==> config.mk <==
export PLATFORM = sky130hd
export DESIGN_NAME = cct_top
export DESIGN_NICKNAME = d
export VERILOG_FILES = /design/src/shared/cct_pkg.sv /design/src/shared/cct_if.sv /design/src/design/cct_cal.sv /design/src/design/cct_tick.sv /design/src/design/cct_top.sv
export SDC_FILE = /design/constraint.sdc
export NUM_CORES = 1
export LEC_CHECK = 0
export BUFFER_PORTS_ARGS = -buffer_cell sky130_fd_sc_hd__buf_4
export CAP_MARGIN = 20
export CORE_MARGIN = 2
export CORE_UTILIZATION = 62
export CTS_BUF_LIST = sky130_fd_sc_hd__clkbuf_4
export DETAILED_ROUTE_END_ITERATION = 8
export PLACE_DENSITY = 0.81
export SYNTH_ARGS = -nofsm -noshare
export SYNTH_HDL_FRONTEND = slang
export SYNTH_SLANG_ARGS = --single-unit
export TNS_END_PERCENT = 5
==> constraint.sdc <==
create_clock -name MCLK -period 8.65 [get_ports MCLK]
set_input_delay 0 -clock MCLK [delete_from_list [all_inputs] [get_ports MCLK]]
set_output_delay 0 -clock MCLK [all_outputs]
set_load 0.01 [all_outputs]
==> src/shared/cct_pkg.sv <==
package cct_pkg;
    // Register byte offsets, one aligned word each.
    localparam logic [7:0] OFF_SEC    = 8'h00;
    localparam logic [7:0] OFF_MIN    = 8'h04;
    localparam logic [7:0] OFF_HOUR   = 8'h08;
    localparam logic [7:0] OFF_WDAY   = 8'h0C;
    localparam logic [7:0] OFF_MDAY   = 8'h10;
    localparam logic [7:0] OFF_MON    = 8'h14;
    localparam logic [7:0] OFF_YEAR   = 8'h18;
    localparam logic [7:0] OFF_UNLOCK = 8'h1C;
    localparam logic [7:0] OFF_TRIM   = 8'h20;
    localparam logic [7:0] OFF_COARSE = 8'h24;
    localparam logic [7:0] OFF_FINE   = 8'h28;
    localparam logic [7:0] OFF_FRAC   = 8'h2C;
    localparam logic [7:0] OFF_CTRL   = 8'h30;
    localparam logic [7:0] OFF_STAT   = 8'h34;
    // Field positions.
    localparam int CTRL_RESTART_BIT = 0;
    localparam int CTRL_ENABLE_BIT  = 1;
    localparam int STAT_FLAG_BIT    = 0;
    // Reset values.
    localparam logic [16:0] RST_COARSE = 17'h10000;
    localparam logic [1:0]  RST_FINE   = 2'h0;
    localparam logic [6:0]  RST_TRIM   = 7'h40;
    localparam logic [16:0] RST_PERIOD = 17'h08000;
    localparam logic [7:0]  RST_SEC    = 8'h00;
    localparam logic [7:0]  RST_WDAY   = 8'h01;
    localparam logic [7:0]  RST_MDAY   = 8'h01;
    localparam logic [7:0]  RST_MON    = 8'h01;
    localparam logic [7:0]  RST_YEAR   = 8'h00;
    // Counter limits and timing counts.
    localparam logic [7:0]  SEC_MAX    = 8'h3B;
    localparam logic [7:0]  HOUR_MAX   = 8'h17;
    localparam logic [7:0]  WDAY_MAX   = 8'h07;
    localparam logic [7:0]  MON_MAX    = 8'h0C;
    localparam logic [7:0]  YEAR_MAX   = 8'h63;
    localparam logic [6:0]  FRAC_PRE   = 7'h7F;
    localparam logic [7:0]  FRAC_FULL  = 8'hFF;

    typedef enum logic [2:0] {
        F_SEC  = 3'b000,
        F_MIN  = 3'b001,
        F_HOUR = 3'b010,
        F_WDAY = 3'b011,
        F_MDAY = 3'b100,
        F_MON  = 3'b101,
        F_YEAR = 3'b110
    } cct_field_e;

    function automatic logic [7:0] days_in(input logic [7:0] mon, input logic [7:0] yr);
        case (mon)
            8'h02: days_in = (yr[1:0] == 2'h0) ? 8'h1D : 8'h1C;
            8'h04, 8'h06, 8'h09, 8'h0B: days_in = 8'h1E;
            default: days_in = 8'h1F;
        endcase
    endfunction : days_in
endpackage : cct_pkg
==> src/shared/cct_if.sv <==
`timescale 1ns/1ps
interface cct_if;
    logic        sec_tick;
    logic [7:0]  frac;
    logic [18:0] rate_n;
    logic        frac_restart;
    logic        wr_en;
    logic [2:0]  wr_sel;
    logic [7:0]  wr_data;
    logic [7:0]  sec, min, hour, wday, mday, mon, year;
    modport tmr (output sec_tick, frac, input rate_n, frac_restart);
    modport cal (input sec_tick, wr_en, wr_sel, wr_data,
                 output sec, min, hour, wday, mday, mon, year);
    modport ctl (input sec_tick, frac, sec, min, hour, wday, mday, mon, year,
                 output rate_n, frac_restart, wr_en, wr_sel, wr_data);
endinterface : cct_if

==> src/design/cct_cal.sv <==
`timescale 1ns/1ps
module cct_cal (
    input wire logic clk,   // System clock.
    input wire logic rst_n, // Synchronised reset, active low.
    cct_if.cal       b      // Calendar side.
);
    logic [7:0] sec_q, min_q, hour_q, wday_q, mday_q, mon_q, year_q;

    always_ff @(posedge clk or negedge rst_n) begin
        if (!rst_n) begin
            sec_q  <= cct_pkg::RST_SEC;
            min_q  <= cct_pkg::RST_SEC;
            hour_q <= cct_pkg::RST_SEC;
            wday_q <= cct_pkg::RST_WDAY;
            mday_q <= cct_pkg::RST_MDAY;
            mon_q  <= cct_pkg::RST_MON;
            year_q <= cct_pkg::RST_YEAR;
        end else if (b.wr_en) begin
            case (cct_pkg::cct_field_e'(b.wr_sel))
                cct_pkg::F_SEC:  sec_q  <= b.wr_data;
                cct_pkg::F_MIN:  min_q  <= b.wr_data;
                cct_pkg::F_HOUR: hour_q <= b.wr_data;
                cct_pkg::F_WDAY: wday_q <= b.wr_data;
                cct_pkg::F_MDAY: mday_q <= b.wr_data;
                cct_pkg::F_MON:  mon_q  <= b.wr_data;
                cct_pkg::F_YEAR: year_q <= b.wr_data;
                default: ;
            endcase
        end else if (b.sec_tick) begin
            if (sec_q != cct_pkg::SEC_MAX) begin
                sec_q <= sec_q + 8'h01;
            end else begin
                sec_q <= cct_pkg::RST_SEC;
                if (min_q != cct_pkg::SEC_MAX) begin
                    min_q <= min_q + 8'h01;
                end else begin
                    min_q <= cct_pkg::RST_SEC;
                    if (hour_q != cct_pkg::HOUR_MAX) begin
                        hour_q <= hour_q + 8'h01;
                    end else begin
                        hour_q <= cct_pkg::RST_SEC;
                        wday_q <= (wday_q == cct_pkg::WDAY_MAX) ? cct_pkg::RST_WDAY
                                                                : wday_q + 8'h01;
                        // Two-digit years: every fourth year is a leap year.
                        if (mday_q != cct_pkg::days_in(mon_q, year_q)) begin
                            mday_q <= mday_q + 8'h01;
                        end else begin
                            mday_q <= cct_pkg::RST_MDAY;
                            if (mon_q != cct_pkg::MON_MAX) begin
                                mon_q <= mon_q + 8'h01;
                            end else begin
                                mon_q  <= cct_pkg::RST_MON;
                                year_q <= (year_q == cct_pkg::YEAR_MAX) ? cct_pkg::RST_YEAR
                                                                        : year_q + 8'h01;
                            end
                        end
                    end
                end
            end
        end
    end

    assign b.sec  = sec_q;
    assign b.min  = min_q;
    assign b.hour = hour_q;
    assign b.wday = wday_q;
    assign b.mday = mday_q;
    assign b.mon  = mon_q;
    assign b.year = year_q;

    property p_leap;
        @(posedge clk) disable iff (!rst_n)
            b.sec_tick && !b.wr_en && mon_q == 8'h02 && mday_q == 8'h1C && year_q[1:0] == 2'h0
            && hour_q == 8'h17 && min_q == 8'h3B && sec_q == 8'h3B |=> mday_q == 8'h1D;
    endproperty
    a_leap: assert property (p_leap) else $error("Leap February did not reach 29.");

    property p_sec_wrap;
        @(posedge clk) disable iff (!rst_n)
            b.sec_tick && !b.wr_en && sec_q == 8'h3B |=> sec_q == 8'h00 && min_q != $past(min_q);
    endproperty
    a_sec_wrap: assert property (p_sec_wrap) else $error("Seconds did not carry.");
endmodule : cct_cal

==> src/design/cct_tick.sv <==
`timescale 1ns/1ps
module cct_tick (
    input wire logic clk,   // System clock.
    input wire logic rst_n, // Synchronised reset, active low.
    input wire logic xtal,  // Crystal clock, sampled.
    cct_if.tmr       b      // Timing outputs.
);
    logic        x1_q, x2_q, x3_q, sec_q;
    logic [16:0] cnt_q, per_q;
    logic [2:0]  rem_q;
    logic [6:0]  pre_q;
    logic [7:0]  frac_q;
    logic [19:0] sum;
    logic        tick, bound;

    // The crystal is unrelated to the system clock, so edges are taken only from the second and third stages.
    always_ff @(posedge clk or negedge rst_n) begin
        if (!rst_n) begin
            x1_q <= 1'b0;
            x2_q <= 1'b0;
            x3_q <= 1'b0;
        end else begin
            x1_q <= xtal;
            x2_q <= x1_q;
            x3_q <= x2_q;
        end
    end

    assign tick  = x2_q & ~x3_q;
    assign bound = tick && (cnt_q == per_q - 17'h00001);
    // Eight-second value carries a 3-bit remainder, so fractional cycles are spread out.
    assign sum   = {1'b0, b.rate_n} + {17'h00000, rem_q};

    always_ff @(posedge clk or negedge rst_n) begin
        if (!rst_n) begin
            cnt_q <= 17'h00000;
            per_q <= cct_pkg::RST_PERIOD;
            rem_q <= 3'h0;
            sec_q <= 1'b0;
        end else begin
            sec_q <= bound;
            if (bound) begin
                cnt_q <= 17'h00000;
                per_q <= sum[19:3];
                rem_q <= sum[2:0];
            end else if (tick) begin
                cnt_q <= cnt_q + 17'h00001;
            end
        end
    end

    always_ff @(posedge clk or negedge rst_n) begin
        if (!rst_n) begin
            pre_q  <= 7'h00;
            frac_q <= cct_pkg::FRAC_FULL;
        end else if (bound || b.frac_restart) begin
            pre_q  <= 7'h00;
            frac_q <= cct_pkg::FRAC_FULL;
        end else if (tick) begin
            pre_q <= pre_q + 7'h01;
            if (pre_q == cct_pkg::FRAC_PRE && frac_q != 8'h00) begin
                frac_q <= frac_q - 8'h01;
            end
        end
    end

    assign b.sec_tick = sec_q;
    assign b.frac     = frac_q;

    // The first edge after reset is judged against a cleared stage, so it is left out.
    property p_sync_edge;
        @(posedge clk) disable iff (!rst_n)
            tick && $past(rst_n, 3) |-> $past(xtal, 2) && !$past(xtal, 3);
    endproperty
    a_sync_edge: assert property (p_sync_edge) else $error("Edge not from synced crystal.");

    property p_frac_reload;
        @(posedge clk) disable iff (!rst_n) b.sec_tick |-> b.frac == 8'hFF && cnt_q == 17'h0;
    endproperty
    a_frac_reload: assert property (p_frac_reload) else $error("Boundary did not reload.");
endmodule : cct_tick

==> src/design/cct_top.sv <==
// Added by the designer: the register addresses and the AHB-Lite register port.
`timescale 1ns/1ps
module cct_top (
    input  wire logic        MCLK,        // System clock, 10 MHz.
    input  wire logic        RST_B,       // Asynchronous reset, active low.
    input  wire logic        HSEL,        // Slave select.
    input  wire logic [31:0] HADDR,       // Byte address.
    input  wire logic [1:0]  HTRANS,      // Transfer type.
    input  wire logic        HWRITE,      // Write when high.
    input  wire logic [2:0]  HSIZE,       // Transfer size, word only.
    input  wire logic [31:0] HWDATA,      // Write data.
    input  wire logic        HREADY,      // Bus ready in.
    output logic      [31:0] HRDATA,      // Read data.
    output logic             HREADYOUT,   // Slave ready.
    output logic             HRESP,       // Always OKAY.
    input  wire logic        XTAL_CLK,    // Crystal time clock.
    output logic      [6:0]  LOAD_TRIM,   // Crystal load trim code.
    output logic             ONE_SEC_IRQ  // One-second interrupt request.
);
    logic        rst_s1_q, rst_n;
    logic        acc, rd_cal, do_wr, time_wr;
    logic        wr_q, wait_q, unlock_q;
    logic [7:0]  wa_q;
    logic [31:0] rd_d, rdata_q;
    logic [16:0] coarse_q;
    logic [1:0]  fine_q;
    logic [6:0]  trim_q;
    logic        en_q, flag_q, flag_clr;
    logic [7:0]  snap_min_q, snap_hour_q, snap_wday_q;
    logic [7:0]  snap_mday_q, snap_mon_q, snap_year_q;

    cct_if bus_if ();

    always_ff @(posedge MCLK or negedge RST_B) begin
        if (!RST_B) begin
            rst_s1_q <= 1'b0;
            rst_n    <= 1'b0;
        end else begin
            rst_s1_q <= 1'b1;
            rst_n    <= rst_s1_q;
        end
    end

    cct_tick cct_tick_i (
        .clk   (MCLK),
        .rst_n (rst_n),
        .xtal  (XTAL_CLK),
        .b     (bus_if.tmr)
    );

    cct_cal cct_cal_i (
        .clk   (MCLK),
        .rst_n (rst_n),
        .b     (bus_if.cal)
    );

    assign acc     = HSEL && HTRANS[1] && HREADY;
    assign rd_cal  = acc && !HWRITE && HADDR[1:0] == 2'b00 && HADDR[7:0] <= cct_pkg::OFF_YEAR;
    assign do_wr   = wr_q;
    assign time_wr = do_wr && wa_q <= cct_pkg::OFF_YEAR;

    // Address phase capture; writes complete in their data phase with no wait.
    always_ff @(posedge MCLK or negedge rst_n) begin
        if (!rst_n) begin
            wr_q   <= 1'b0;
            wa_q   <= 8'h00;
            wait_q <= 1'b0;
        end else begin
            wr_q   <= acc && HWRITE;
            wait_q <= rd_cal;
            if (acc) begin
                wa_q <= HADDR[7:0];
            end
        end
    end

    assign HREADYOUT = !wait_q;
    assign HRESP     = 1'b0;

    always_comb begin
        rd_d = 32'h00000000;
        case (HADDR[7:0])
            cct_pkg::OFF_SEC:    rd_d = {24'h000000, bus_if.sec};
            cct_pkg::OFF_MIN:    rd_d = {24'h000000, snap_min_q};
            cct_pkg::OFF_HOUR:   rd_d = {24'h000000, snap_hour_q};
            cct_pkg::OFF_WDAY:   rd_d = {24'h000000, snap_wday_q};
            cct_pkg::OFF_MDAY:   rd_d = {24'h000000, snap_mday_q};
            cct_pkg::OFF_MON:    rd_d = {24'h000000, snap_mon_q};
            cct_pkg::OFF_YEAR:   rd_d = {24'h000000, snap_year_q};
            cct_pkg::OFF_TRIM:   rd_d = {25'h0000000, trim_q};
            cct_pkg::OFF_COARSE: rd_d = {15'h0000, coarse_q};
            cct_pkg::OFF_FINE:   rd_d = {30'h00000000, fine_q};
            cct_pkg::OFF_FRAC:   rd_d = {24'h000000, bus_if.frac};
            cct_pkg::OFF_CTRL:   rd_d[cct_pkg::CTRL_ENABLE_BIT] = en_q;
            cct_pkg::OFF_STAT:   rd_d[cct_pkg::STAT_FLAG_BIT] = flag_q;
            default:             rd_d = 32'h00000000;
        endcase
    end

    always_ff @(posedge MCLK or negedge rst_n) begin
        if (!rst_n) begin
            rdata_q <= 32'h00000000;
        end else if (acc && !HWRITE) begin
            rdata_q <= rd_d;
        end
    end

    assign HRDATA = rdata_q;

    // A seconds read freezes the rest, so software can check consistency by rereading.
    always_ff @(posedge MCLK or negedge rst_n) begin
        if (!rst_n) begin
            snap_min_q  <= cct_pkg::RST_SEC;
            snap_hour_q <= cct_pkg::RST_SEC;
            snap_wday_q <= cct_pkg::RST_WDAY;
            snap_mday_q <= cct_pkg::RST_MDAY;
            snap_mon_q  <= cct_pkg::RST_MON;
            snap_year_q <= cct_pkg::RST_YEAR;
        end else if (acc && !HWRITE && HADDR[7:0] == cct_pkg::OFF_SEC) begin
            snap_min_q  <= bus_if.min;
            snap_hour_q <= bus_if.hour;
            snap_wday_q <= bus_if.wday;
            snap_mday_q <= bus_if.mday;
            snap_mon_q  <= bus_if.mon;
            snap_year_q <= bus_if.year;
        end
    end

    always_ff @(posedge MCLK or negedge rst_n) begin
        if (!rst_n) begin
            unlock_q <= 1'b0;
        end else if (do_wr && wa_q == cct_pkg::OFF_UNLOCK) begin
            unlock_q <= 1'b1;
        end else if (time_wr) begin
            unlock_q <= 1'b0;
        end
    end

    assign bus_if.wr_en   = time_wr && unlock_q;
    assign bus_if.wr_sel  = wa_q[4:2];
    assign bus_if.wr_data = HWDATA[7:0];

    always_ff @(posedge MCLK or negedge rst_n) begin
        if (!rst_n) begin
            coarse_q <= cct_pkg::RST_COARSE;
            fine_q   <= cct_pkg::RST_FINE;
        end else if (do_wr && wa_q == cct_pkg::OFF_COARSE) begin
            coarse_q <= HWDATA[16:0];
        end else if (do_wr && wa_q == cct_pkg::OFF_FINE) begin
            fine_q <= HWDATA[1:0];
        end
    end

    // The divider picks this up only at its own boundary.
    assign bus_if.rate_n = {coarse_q, fine_q};

    always_ff @(posedge MCLK or negedge rst_n) begin
        if (!rst_n) begin
            trim_q <= cct_pkg::RST_TRIM;
        end else if (do_wr && wa_q == cct_pkg::OFF_TRIM) begin
            trim_q <= HWDATA[6:0];
        end
    end

    assign LOAD_TRIM = trim_q;

    assign bus_if.frac_restart = do_wr && wa_q == cct_pkg::OFF_CTRL
                                 && HWDATA[cct_pkg::CTRL_RESTART_BIT];

    always_ff @(posedge MCLK or negedge rst_n) begin
        if (!rst_n) begin
            en_q <= 1'b0;
        end else if (do_wr && wa_q == cct_pkg::OFF_CTRL) begin
            en_q <= HWDATA[cct_pkg::CTRL_ENABLE_BIT];
        end
    end

    // A byte mask of ones leaves the flag alone, so read-modify-write races are harmless.
    assign flag_clr = do_wr && wa_q == cct_pkg::OFF_STAT && !HWDATA[cct_pkg::STAT_FLAG_BIT];

    always_ff @(posedge MCLK or negedge rst_n) begin
        if (!rst_n) begin
            flag_q <= 1'b0;
        end else if (bus_if.sec_tick) begin
            flag_q <= 1'b1;
        end else if (flag_clr) begin
            flag_q <= 1'b0;
        end
    end

    assign ONE_SEC_IRQ = flag_q && en_q;

    property p_wait;
        @(posedge MCLK) disable iff (!rst_n) rd_cal |=> !HREADYOUT ##1 HREADYOUT;
    endproperty
    a_wait: assert property (p_wait) else $error("Calendar read lacks one wait state.");

    property p_no_wait;
        @(posedge MCLK) disable iff (!rst_n) acc && !rd_cal |=> HREADYOUT;
    endproperty
    a_no_wait: assert property (p_no_wait) else $error("Unexpected wait state.");

    property p_snap;
        @(posedge MCLK) disable iff (!rst_n)
            acc && !HWRITE && HADDR[7:0] == 8'h00
            |=> snap_min_q == $past(bus_if.min) && snap_year_q == $past(bus_if.year);
    endproperty
    a_snap: assert property (p_snap) else $error("Seconds read did not refresh.");

    property p_locked;
        @(posedge MCLK) disable iff (!rst_n)
            time_wr && !unlock_q && !bus_if.sec_tick
            |=> $stable(bus_if.sec) && $stable(bus_if.min) && $stable(bus_if.hour);
    endproperty
    a_locked: assert property (p_locked) else $error("Locked time write accepted.");

    property p_relock;
        @(posedge MCLK) disable iff (!rst_n) bus_if.wr_en |=> !unlock_q ##1 !bus_if.wr_en;
    endproperty
    a_relock: assert property (p_relock) else $error("Unlock survived a time write.");

    property p_flag_set;
        @(posedge MCLK) disable iff (!rst_n) bus_if.sec_tick |=> flag_q;
    endproperty
    a_flag_set: assert property (p_flag_set) else $error("One-second flag lost.");

    property p_flag_hold;
        @(posedge MCLK) disable iff (!rst_n)
            flag_q && !flag_clr |=> flag_q;
    endproperty
    a_flag_hold: assert property (p_flag_hold) else $error("Flag cleared without zero.");

    property p_irq;
        @(posedge MCLK) disable iff (!rst_n)
            bus_if.sec_tick && en_q && !(do_wr && wa_q == cct_pkg::OFF_CTRL) |=> ONE_SEC_IRQ;
    endproperty
    a_irq: assert property (p_irq) else $error("Enabled event gave no request.");

    property p_trim;
        @(posedge MCLK) disable iff (!rst_n)
            do_wr && wa_q == 8'h20 |=> LOAD_TRIM == $past(HWDATA[6:0]);
    endproperty
    a_trim: assert property (p_trim) else $error("Trim write not applied.");

    property p_rate_hold;
        @(posedge MCLK) disable iff (!rst_n)
            !(do_wr && (wa_q == 8'h24 || wa_q == 8'h28)) |=> $stable(bus_if.rate_n);
    endproperty
    a_rate_hold: assert property (p_rate_hold) else $error("Rate changed unwritten.");
endmodule : cct_top

# Word-level counts from Yosys, hierarchy flattened
# Cells that the tools add are included.
# Widths: inputs -> output; s select.
totals:
  reg_bits: 233
  wordCells: 213
  input_bits: 75
  out_inout_bits: 42
classes:
  addsub: 12
  bitwise: 3
  eq_ne: 50
  n_reduce_logical: 45
  muxes: 67
  magnitude_cmp: 2
ops:
  columns: ["operator", "count"]
  rows:
  - ["$mux 8", 54]
  - ["$pmux 15 s10", 1]
  - ["$eq 8x6->1 const B", 11]
  - ["$add 8x1->8 const B", 7]
  - ["$mux 17", 2]
  - ["$eq 8x3->1 const B", 4]
  - ["$eq 8x4->1 const B", 4]
  - ["$eq 8x5->1 const B", 4]
  - ["$pmux 1 s12", 2]
  - ["$add 19x3->20", 1]
  - ["$logic_and 1x1->1", 20]
  - ["$add 17x1->17 const B", 1]
  - ["$eq 17x17->1", 1]
  - ["$sub 17x1->17 const B", 1]
  - ["$le 8x5->1 const B", 2]
  - ["$ne 8x6->1 const B", 2]
  - ["$pmux 8 s2", 1]
  - ["$mux 7", 2]
  - ["$ne 2x1->1 const B", 7]
  - ["$reduce_bool 2->1", 6]
  - ["$ne 2x2->1 const B", 5]
  - ["$reduce_and 5->1", 2]
  - ["$eq 3x3->1 const B", 3]
  - ["$eq 8x2->1 const B", 1]
  - ["24 further kinds", 35]

# Logic depth before layout (Yosys ltp)
# Gate-level depths: netlist (run 1).
logic_depth:
  depth_word: 15
  mapped_depth: 12
  mapped_depth_nobuf: 10

# Hierarchy
# A second synthesis (run 1) with hierarchy kept.
unflattened:
  cells_unflattened: 1209
  hier_area_um2: 12499.5
modules_own_cells:
  columns: ["mod", "cells_each", "instances", "area_per_inst_um2", "seq_area_each_um2"]
  rows:
  - ["cct_top", 395, 1, 5181.2, 2658.8]
  - ["cct_cal", 445, 1, 3789.9, 1405.1]
  - ["cct_tick", 369, 1, 3528.4, 1412.6]

# Worst setup path after synthesis (run 1)
# OpenSTA, ideal clock, no wires.
synth_timing:
  kind: "register -> register"
  start: "reg cct_tick_i.per_q[0]"
  end: "reg cct_tick_i.per_q[10]"
  t_required_ps: 8525
  setup_time_ps: 125
  setup_slack_ps: 5786
  path_buffers: 2
  t_arrival_ps: 2740
  synth_period_minus_slack_ps: 2864
  path_stages_with_launch: 12
  cell_sequence: "dfrtp_1 -> inv_1 -> ha_1 -> or4b_1 -> clkbuf_1 -> nor4_4 -> mux2i_1 -> mux2i_1 -> a22oi_1 -> nor3_2 -> buf_6 -> mux2_2"
synth_via:
  elab_chain_len: 3
synth_lines:
  columns: ["item", "line_no", "text"]
  rows:
  - ["from (decl)", "cct_tick.sv:9", "logic [16:0] cnt_q, per_q;"]
  - ["from (signal assigned)", "cct_tick.sv:37", "per_q <= cct_pkg::RST_PERIOD;"]
  - ["from (signal assigned)", "cct_tick.sv:44", "per_q <= sum[19:3];"]
  - ["$sub 17x1->17", "cct_tick.sv:30", "assign bound = tick && (cnt_q == per_q - 17'h00001);"]
  - ["$eq 17x17->1", "cct_tick.sv:30", null]
  - ["$logic_and 1x1->1", "cct_tick.sv:30", null]
# Every way passes these cells.
# A chain may end at the register's enable or synchronous reset.

# Final worst setup path (run 1)
layout_timing:
  start: "reg cct_tick_i.per_q[0]"
  end: "reg cct_tick_i.per_q[7]"
# Same word-level chain as after synthesis.

==> results of run 1 <==
synth_stat cells, types with 13 or more instances:
cell type  number  area [µm²]
nor2_1         85         319
a31oi_1        13        81.3
o21ai_0       121         606
xor2_1         31         272
o31a_1         18         158
nand3_1        54         270
mux2_2         54         608
nand2_1       196         736
inv_1          32         120
ha_1           19         238
dfrtp_1       201        5030
dfstp_2        17         447
buf_4          16         120
nand4_1        16         100
nand2b_1       14        87.6
and3_1         40         250
a21oi_1        44         220
nor3_1         25         125
mux2i_1        13         130
xnor2_1        34         298
nor2b_1        13        81.3
clkbuf_1       58         218
critical path: stages, from the launching register on:
cell	delay [ns]
dfrtp_1	0.42
inv_1	0.09
ha_1	0.24
or4b_1	0.61
a211o_1	0.29
a21boi_0	0.18
o22a_1	0.18
nand4_1	0.16
nor3_4	0.43
buf_4	0.39
mux2_2	0.37
cell type report:
type	count	area, µm²
antenna	1	2.50
clock buffer	95	713
clock inverter	6	22.5
fill	1418	5330
inverter	32	120
multi-input combinational	958	5950
sequential	218	5480
tap	234	293
timing repair buffer	103	863
metrics by stage:
stage / hold slack (ns) / power, µW / util / std cells / area, µm²
finish: 0.0493 / 2530 / 0.716 / 1647 / 13400
global route: 0.0518 / 2660 / 0.716 / 1647 / 13400
CTS: 0.0112 / 2530 / 0.715 / 1645 / 13400
global placement: -0.217 / 1590 / 0.658 / 1510 / 12400
detailed placement: -0.216 / 1610 / 0.659 / 1511 / 12400
floorplan: -0.296 / 1510 / - / 1294 / 11900
sequential cells by signal (all words and copies together), names as in the netlist, 8 cells and up:
register           cells
HRDATA                17
cct_cal_i.b.hour       8
cct_cal_i.b.mday       8
cct_cal_i.b.min        8
cct_cal_i.b.mon        8
cct_cal_i.b.sec        8
cct_cal_i.b.wday       8
cct_cal_i.b.year       8
cct_tick_i.b.frac      8
cct_tick_i.cnt_q      17
cct_tick_i.per_q      17
coarse_q              17
snap_hour_q            8
snap_mday_q            8
snap_min_q             8
snap_mon_q             8
snap_wday_q            8
snap_year_q            8
wa_q                   8
final timing paths:
kind                       slack (ns)             endpoint  cells past startpoint                 from
min in group asynchronous        0.20                rst_n                      3                RST_B
max reg2reg                      5.14  cct_tick_i.per_q[7]                     10  cct_tick_i.per_q[0]
min                              0.05              wa_q[3]                      3               HREADY
max                              5.14  cct_tick_i.per_q[7]                     10  cct_tick_i.per_q[0]
max in group asynchronous        6.65  cct_tick_i.pre_q[5]                      2                rst_n
min reg2reg                      0.30  cct_cal_i.b.year[1]                      0                rst_n
power by group through the flow:
stage               logic [µW]  clock network [µW]  registers [µW]
floorplan                  306                   0            1200
global placement           370                   0            1220
detailed placement         386                   0            1230
CTS                        400                 923            1210
global route               455                 985            1220
finish                     405                 915            1210
cells by family (layout without fill, tap and decap cells):
group                      count (synthesis)  after routing
xor gates and xnor gates                  65             65
buffers and inverters                    118            236
muxes                                     72             72
DFF                                      218            218
and+or+nand+nor                          507            507
AOI/OAI and AO/OA                        277            277
adders and majority gates                 20             20
other                                      2             18
metal layers:
layer | share of wire | global-route usage
met4 | 0.030 | 0.130
met2 | 0.48 | 0.513
met3 | 0.077 | 0.0602
met5 | 0 | 0
met1 | 0.41 | 0.416
repair_timing:
item / 4_1_cts / 5_1_grt
setup buffers: 0 / 0
setup endpoints to repair: 0 / 0
hold buffers: 33 / 0
endpoints found under the hold margin: 79 / 0
resized for setup: 0 / 0
==> impl_results.md, run 1 <==
* Sequential share of power at 0.479
* #FFs+latches synth at 218
* Period utilization at 0.406
* Post-DRT Antenna Nets at 0
* Crit. End Element: register
* Hold WC Path Type: input pin to register
* CORE AREA at 18800 µm²
* Final TNS setup at 0 ns
* Mapped Cells at 1279
* 1st-iter DRT viols at 909
* Failing checks: design-rule violations
* Initial antenna violation count at 1
* Vias per inst at 6.18
* Most common cell after layout, fill and taps aside: dfrtp_1
* Seq/Total Area, Yosys at 0.461
* Synth-to-Final Area Change at 13.1%
* Dominant synthesized flop cell: dfrtp_1
* Fin Clk Skew at 0.0340 ns
* Comb pwr share at 0.160
* Worst EP required at 9.19 ns
* Vias in the first global route at 9872
* H-Tree Level Count at 2
* Max Freq at 285 MHz
* Router iterations before antenna repair at 8
* EDFF count, synth at 0
* CTS buffer count at 57
* Combinational family with the most area after synthesis: simple AND/OR/NAND/NOR gates
* RSZ-0062 raised after global routing: false
* Worst Path Arrival at 4.05 ns
* Reg clk slew, reported paths at 0.07 ns
* Post-synthesis mux area share at 0.0706
* Gpl congestion at 0.945
* Slew headroom at 0.271
* Switching Fraction at 0.294
* Global-route congestion overflow total at 0
* Die Width at 142 µm
* Most frequent cells in the layout: 200 x dfrtp_1, 196 x nand2_1, 121 x o21ai_0
* DP Worst Slack at 5.19 ns
* Lkg Pwr at 0.00601 µW
* Die area at 20300 µm²
* Async set or reset register ratio after synthesis at 1.00
* Total track usage at 0.315
* Root buf cell: clkbuf_4
* First-pass GRT wire length at 50500 µm
* Worst-case clock buffer depth at 3
* Adder-cell share of the synthesized area at 0.0217
* DRC errors left at 1
* Critical Path Fanout Max at 22
* Setup WS post-layout at 5.14 ns
* Num Clock Sinks at 218
* Startpoint types: register
* Post-detail-place hpwl at 20900 µm
* Clock network fraction of total power at 0.361
* Final net count at 1465
* Slew @ Worst Pin at 1.09 ns
* Endpoints failing setup at 0
* Port Buffers at 57
* CTS tree: yes
* Max-slew violations at 0
* Critical path class: register to register
* Syn_area_per_cell at 9.30 µm²
* Share of cells above drive strength 1 at 0.183
* Clk Latency, worst-skew pair at 0.69 ns
* DIE HEIGHT at 142 µm
* NetSw at 744 µW
* Synth cell types at 73
* Syn. warnings at 0
* Starting Density at 0.634
* Internal power at 1790 µW
* Vias at 10200
* Row count at 50
* Post-Synth XOR/XNOR Area at 0.0479
* Wirelength, routed at 31000 µm
* Max Cap Viol at 0
* Worst VDD drop at 0.109 mV
* Crit path time final at 3.51 ns
* Simple-gate portion of the synthesized area at 0.208
* Final Hold Viols at 0
* Compound-Gate Fraction of Synth Area at 0.145
* Largest net degree at the start of global routing at 78
* Cell Area, Synth at 11900 µm²
* Status: complete, but fails checks
* IO Pins at 117
* Drt wl/cell at 18.8 µm
* P per Cell Area at 188 nW/µm²
No activity file was read; power rests on OpenSTA's default activity.
==> run 2: changes to the inputs <==
ABC_AREA = 1   (was not set)
CORE_UTILIZATION = 56   (was 62)
PLACE_DENSITY = 0.77   (was 0.81)
clock period = 3.05 ns   (was 8.65 ns; I/O delays follow)
==> run 2 against run 1 <==
Effect of this change:
- the flow now finishes without violations
- register-to-register slack got worse by 4.6 ns
- sequential share of layout area fell by 2.7 points
- first-iteration DRC count rose by 3.9%
- routed wire length rose by 9.9%
- flip-flop and latch count did not move
- hold slack improved by 0.056 ns
- highest routed layer unchanged
==> impl_results.md, run 2 <==
* Status: finished clean
* Port Buffers at 57
* Largest net degree at the start of global routing at 95
* Post-synth top cells: 469 x nand2_1, 201 x dfrtp_1, 194 x inv_1
* Top-count cell post-synth: nand2_1
* Worst Hold End: coarse_q[10]
* CTS tree: yes
* Seq/Total Area, Yosys at 0.436
* Clk Latency, worst-skew pair at 0.73 ns
* Share of cells above drive strength 1 at 0.123
* Reg clk slew, reported paths at 0.06 ns
* Combinational family with the most area after synthesis: simple AND/OR/NAND/NOR gates
* H-Tree Level Count at 2
* RSZ-0062 raised after global routing: false
* Slew headroom at 0.444
* First-pass GRT wire length at 56000 µm
* R2R depth at 13
* Initial antenna violation count at 1
* Placed cell area at 13200 µm²
* Final Cell Area at 14400 µm²
* Final Hold Viols at 0
* Simple-gate portion of the synthesized area at 0.305
* Crit path time final at 2.55 ns
* Crit. End Element: register
* Max-slew violations at 0
* Hold Path Depth at 4
* Root buf cell: clkbuf_4
* Period utilization at 0.838
* Synth cell types at 51
* Die area at 23600 µm²
* EDFF count, synth at 0
* Max Freq at 391 MHz
* Startpoint types: register
* Die Width at 154 µm
* DRC errors left at 0
* Vias in the first global route at 11400
* Post-synthesis mux area share at 0.00438
* Reg2reg start: cct_tick_i.per_q[0]
* Total track usage at 0.292
* Slew @ Worst Pin at 0.834 ns
* R2R Path End: cct_tick_i.cnt_q[15]
* Row count at 54
* Max Cap Viol at 0
* Compound-Gate Fraction of Synth Area at 0.0959
* Post-synth top area share at 0.401
* Lkg Pwr at 0.00751 µW
* Min-delay src: HWDATA[10]
* Syn_area_per_cell at 7.47 µm²
* Async set or reset register ratio after synthesis at 1.00
* Endpoints failing setup at 0
* Final net count at 1909
* Worst VDD drop at 0.368 mV
* Global-route congestion overflow total at 0
* CTS buffer count at 57
* Worst Path Arrival at 3.12 ns
* Most common cell after layout, fill and taps aside: nand2_1
* Num Clock Sinks at 218
* Critical Path Fanout Max at 28
* Post-DRT Antenna Nets at 0
* Hold WC Path Type: input pin to register
* Cell Area, Synth at 12600 µm²
* Setup Buffers After CTS at 0
* Setup WS post-layout at 0.495 ns
* Critical path class: register to register
* Mapped Cells at 1682
* #FFs+latches synth at 218
* P per Cell Area at 453 nW/µm²
* Synth-to-Final Area Change at 14.6%
* Adder-cell share of the synthesized area at 0.0205
* Starting Density at 0.574
* Gpl congestion at 0.946
* Wirelength, routed at 34100 µm
* Largest cells by area after synthesis: dfrtp_1 40%, nand2_1 14%, inv_1 5.8%, o21ai_0 5.6%, nor2_1 5.3%
* Router iterations before antenna repair at 5
* Worst EP required at 3.61 ns
* Syn. warnings at 0
* Post-Synth XOR/XNOR Area at 0.0516
* Synth area leader: dfrtp_1
* DP Worst Slack at 0.534 ns
* Vias at 11700
* Filler instances at 1910
* Drt wl/cell at 16.0 µm
* CORE AREA at 21900 µm²
* 1st-iter DRT viols at 944
* Dominant synthesized flop cell: dfrtp_1
* Post-detail-place hpwl at 24700 µm
* Vias per inst at 5.46
* DIE HEIGHT at 154 µm
* Fin Clk Skew at 0.0592 ns
* Worst-case clock buffer depth at 3
* IO Pins at 117
* Final hold slack at 0.105 ns
* FF-to-FF setup slack at 0.50 ns
* Final TNS setup at 0 ns
* Most frequent cells in the layout: 468 x nand2_1, 200 x dfrtp_1, 194 x inv_1
run 2: cell types whose count changed after synthesis, moves of 14 or more:
cell / before / now
nand2b_1: 14 / 0
inv_1: 32 / 194
o31a_1: 18 / 0
clkbuf_1: 58 / 21
o21ai_0: 121 / 140
nand2_1: 196 / 469
nand4_1: 16 / 41
and3_1: 40 / 1
nand3_1: 54 / 106
mux2_2: 54 / 4
xor2_1: 31 / 62
xnor2_1: 34 / 12
nor2_1: 85 / 178
run 2: cells by family (layout without fill, tap and decap cells):
kind of cell / after synthesis / count (layout)
adder cells (fa/ha/maj): 20 / 20
AND/OR/NAND/NOR: 878 / 878
multiplexers: 5 / 5
XOR/XNOR: 74 / 74
buffers and inverters: 260 / 419
flip-flops: 218 / 218
other: 2 / 18
AO/OA/AOI/OAI: 225 / 225
run 2: timing repair:
item	CTS	global route
resized for setup	0	0
hold endpoints to repair	86	0
hold buffers	40	0
run 2: where the power goes:
part / switching, µW / total (µW) / internal [µW] / leakage, µW
logic: 384 / 680 / 295 / 0.00453
clock network: 1210 / 2660 / 1450 / 0.000447
registers: 162 / 3190 / 3030 / 0.00252
total: 1760 / 6530 / 4770 / 0.00751
run 2: layout make-up:
cell class,count,area (µm²),area share
multi-input combinational,1219,6060,0.421
antenna,1,2.50,0.000174
tap,280,350,0.0243
timing repair buffer,114,968,0.0673
clock inverter,15,114,0.00791
sequential,218,5480,0.381
inverter,204,766,0.0532
clock buffer,86,646,0.0449
run 2: worst max-delay path: stages, from the launching register on:
cell and delay (ns):
dfrtp_1 0.43, inv_2 0.08, ha_1 0.26, nand2_1 0.14
nor2_4 0.20, nand3_1 0.09, nand2_1 0.08, nand2_1 0.06
inv_2 0.05, nand2_2 0.07, nor2_8 0.26, nand3_4 0.35
inv_2 0.28, nor2_1 0.06
run 2: worst max-delay path by stage:
stage                            to                 from
6_report       cct_tick_i.cnt_q[15]  cct_tick_i.per_q[0]
3_3_place_gp    cct_tick_i.cnt_q[3]  cct_tick_i.per_q[0]
5_1_grt        cct_tick_i.cnt_q[16]  cct_tick_i.per_q[0]
2_1_floorplan             HRDATA[0]                rst_n
3_5_place_dp   cct_tick_i.cnt_q[12]  cct_tick_i.per_q[2]
4_1_cts        cct_tick_i.cnt_q[15]  cct_tick_i.per_q[0]
run 2: metal layers:
| layer | global-route usage | share of wire |
|---|---|---|
| met4 | 0.142 | 0.047 |
| met1 | 0.363 | 0.40 |
| met5 | 0 | 0 |
| met2 | 0.503 | 0.49 |
| met3 | 0.0409 | 0.055 |
run 2: stage by stage:
stage / utilization / cells / power, µW
floorplan: - / 1697 / 3650
global placement: 0.604 / 1995 / 3840
detailed placement: 0.604 / 1995 / 3860
CTS: 0.657 / 2136 / 6570
global route: 0.657 / 2137 / 6830
finish: 0.657 / 2137 / 6530
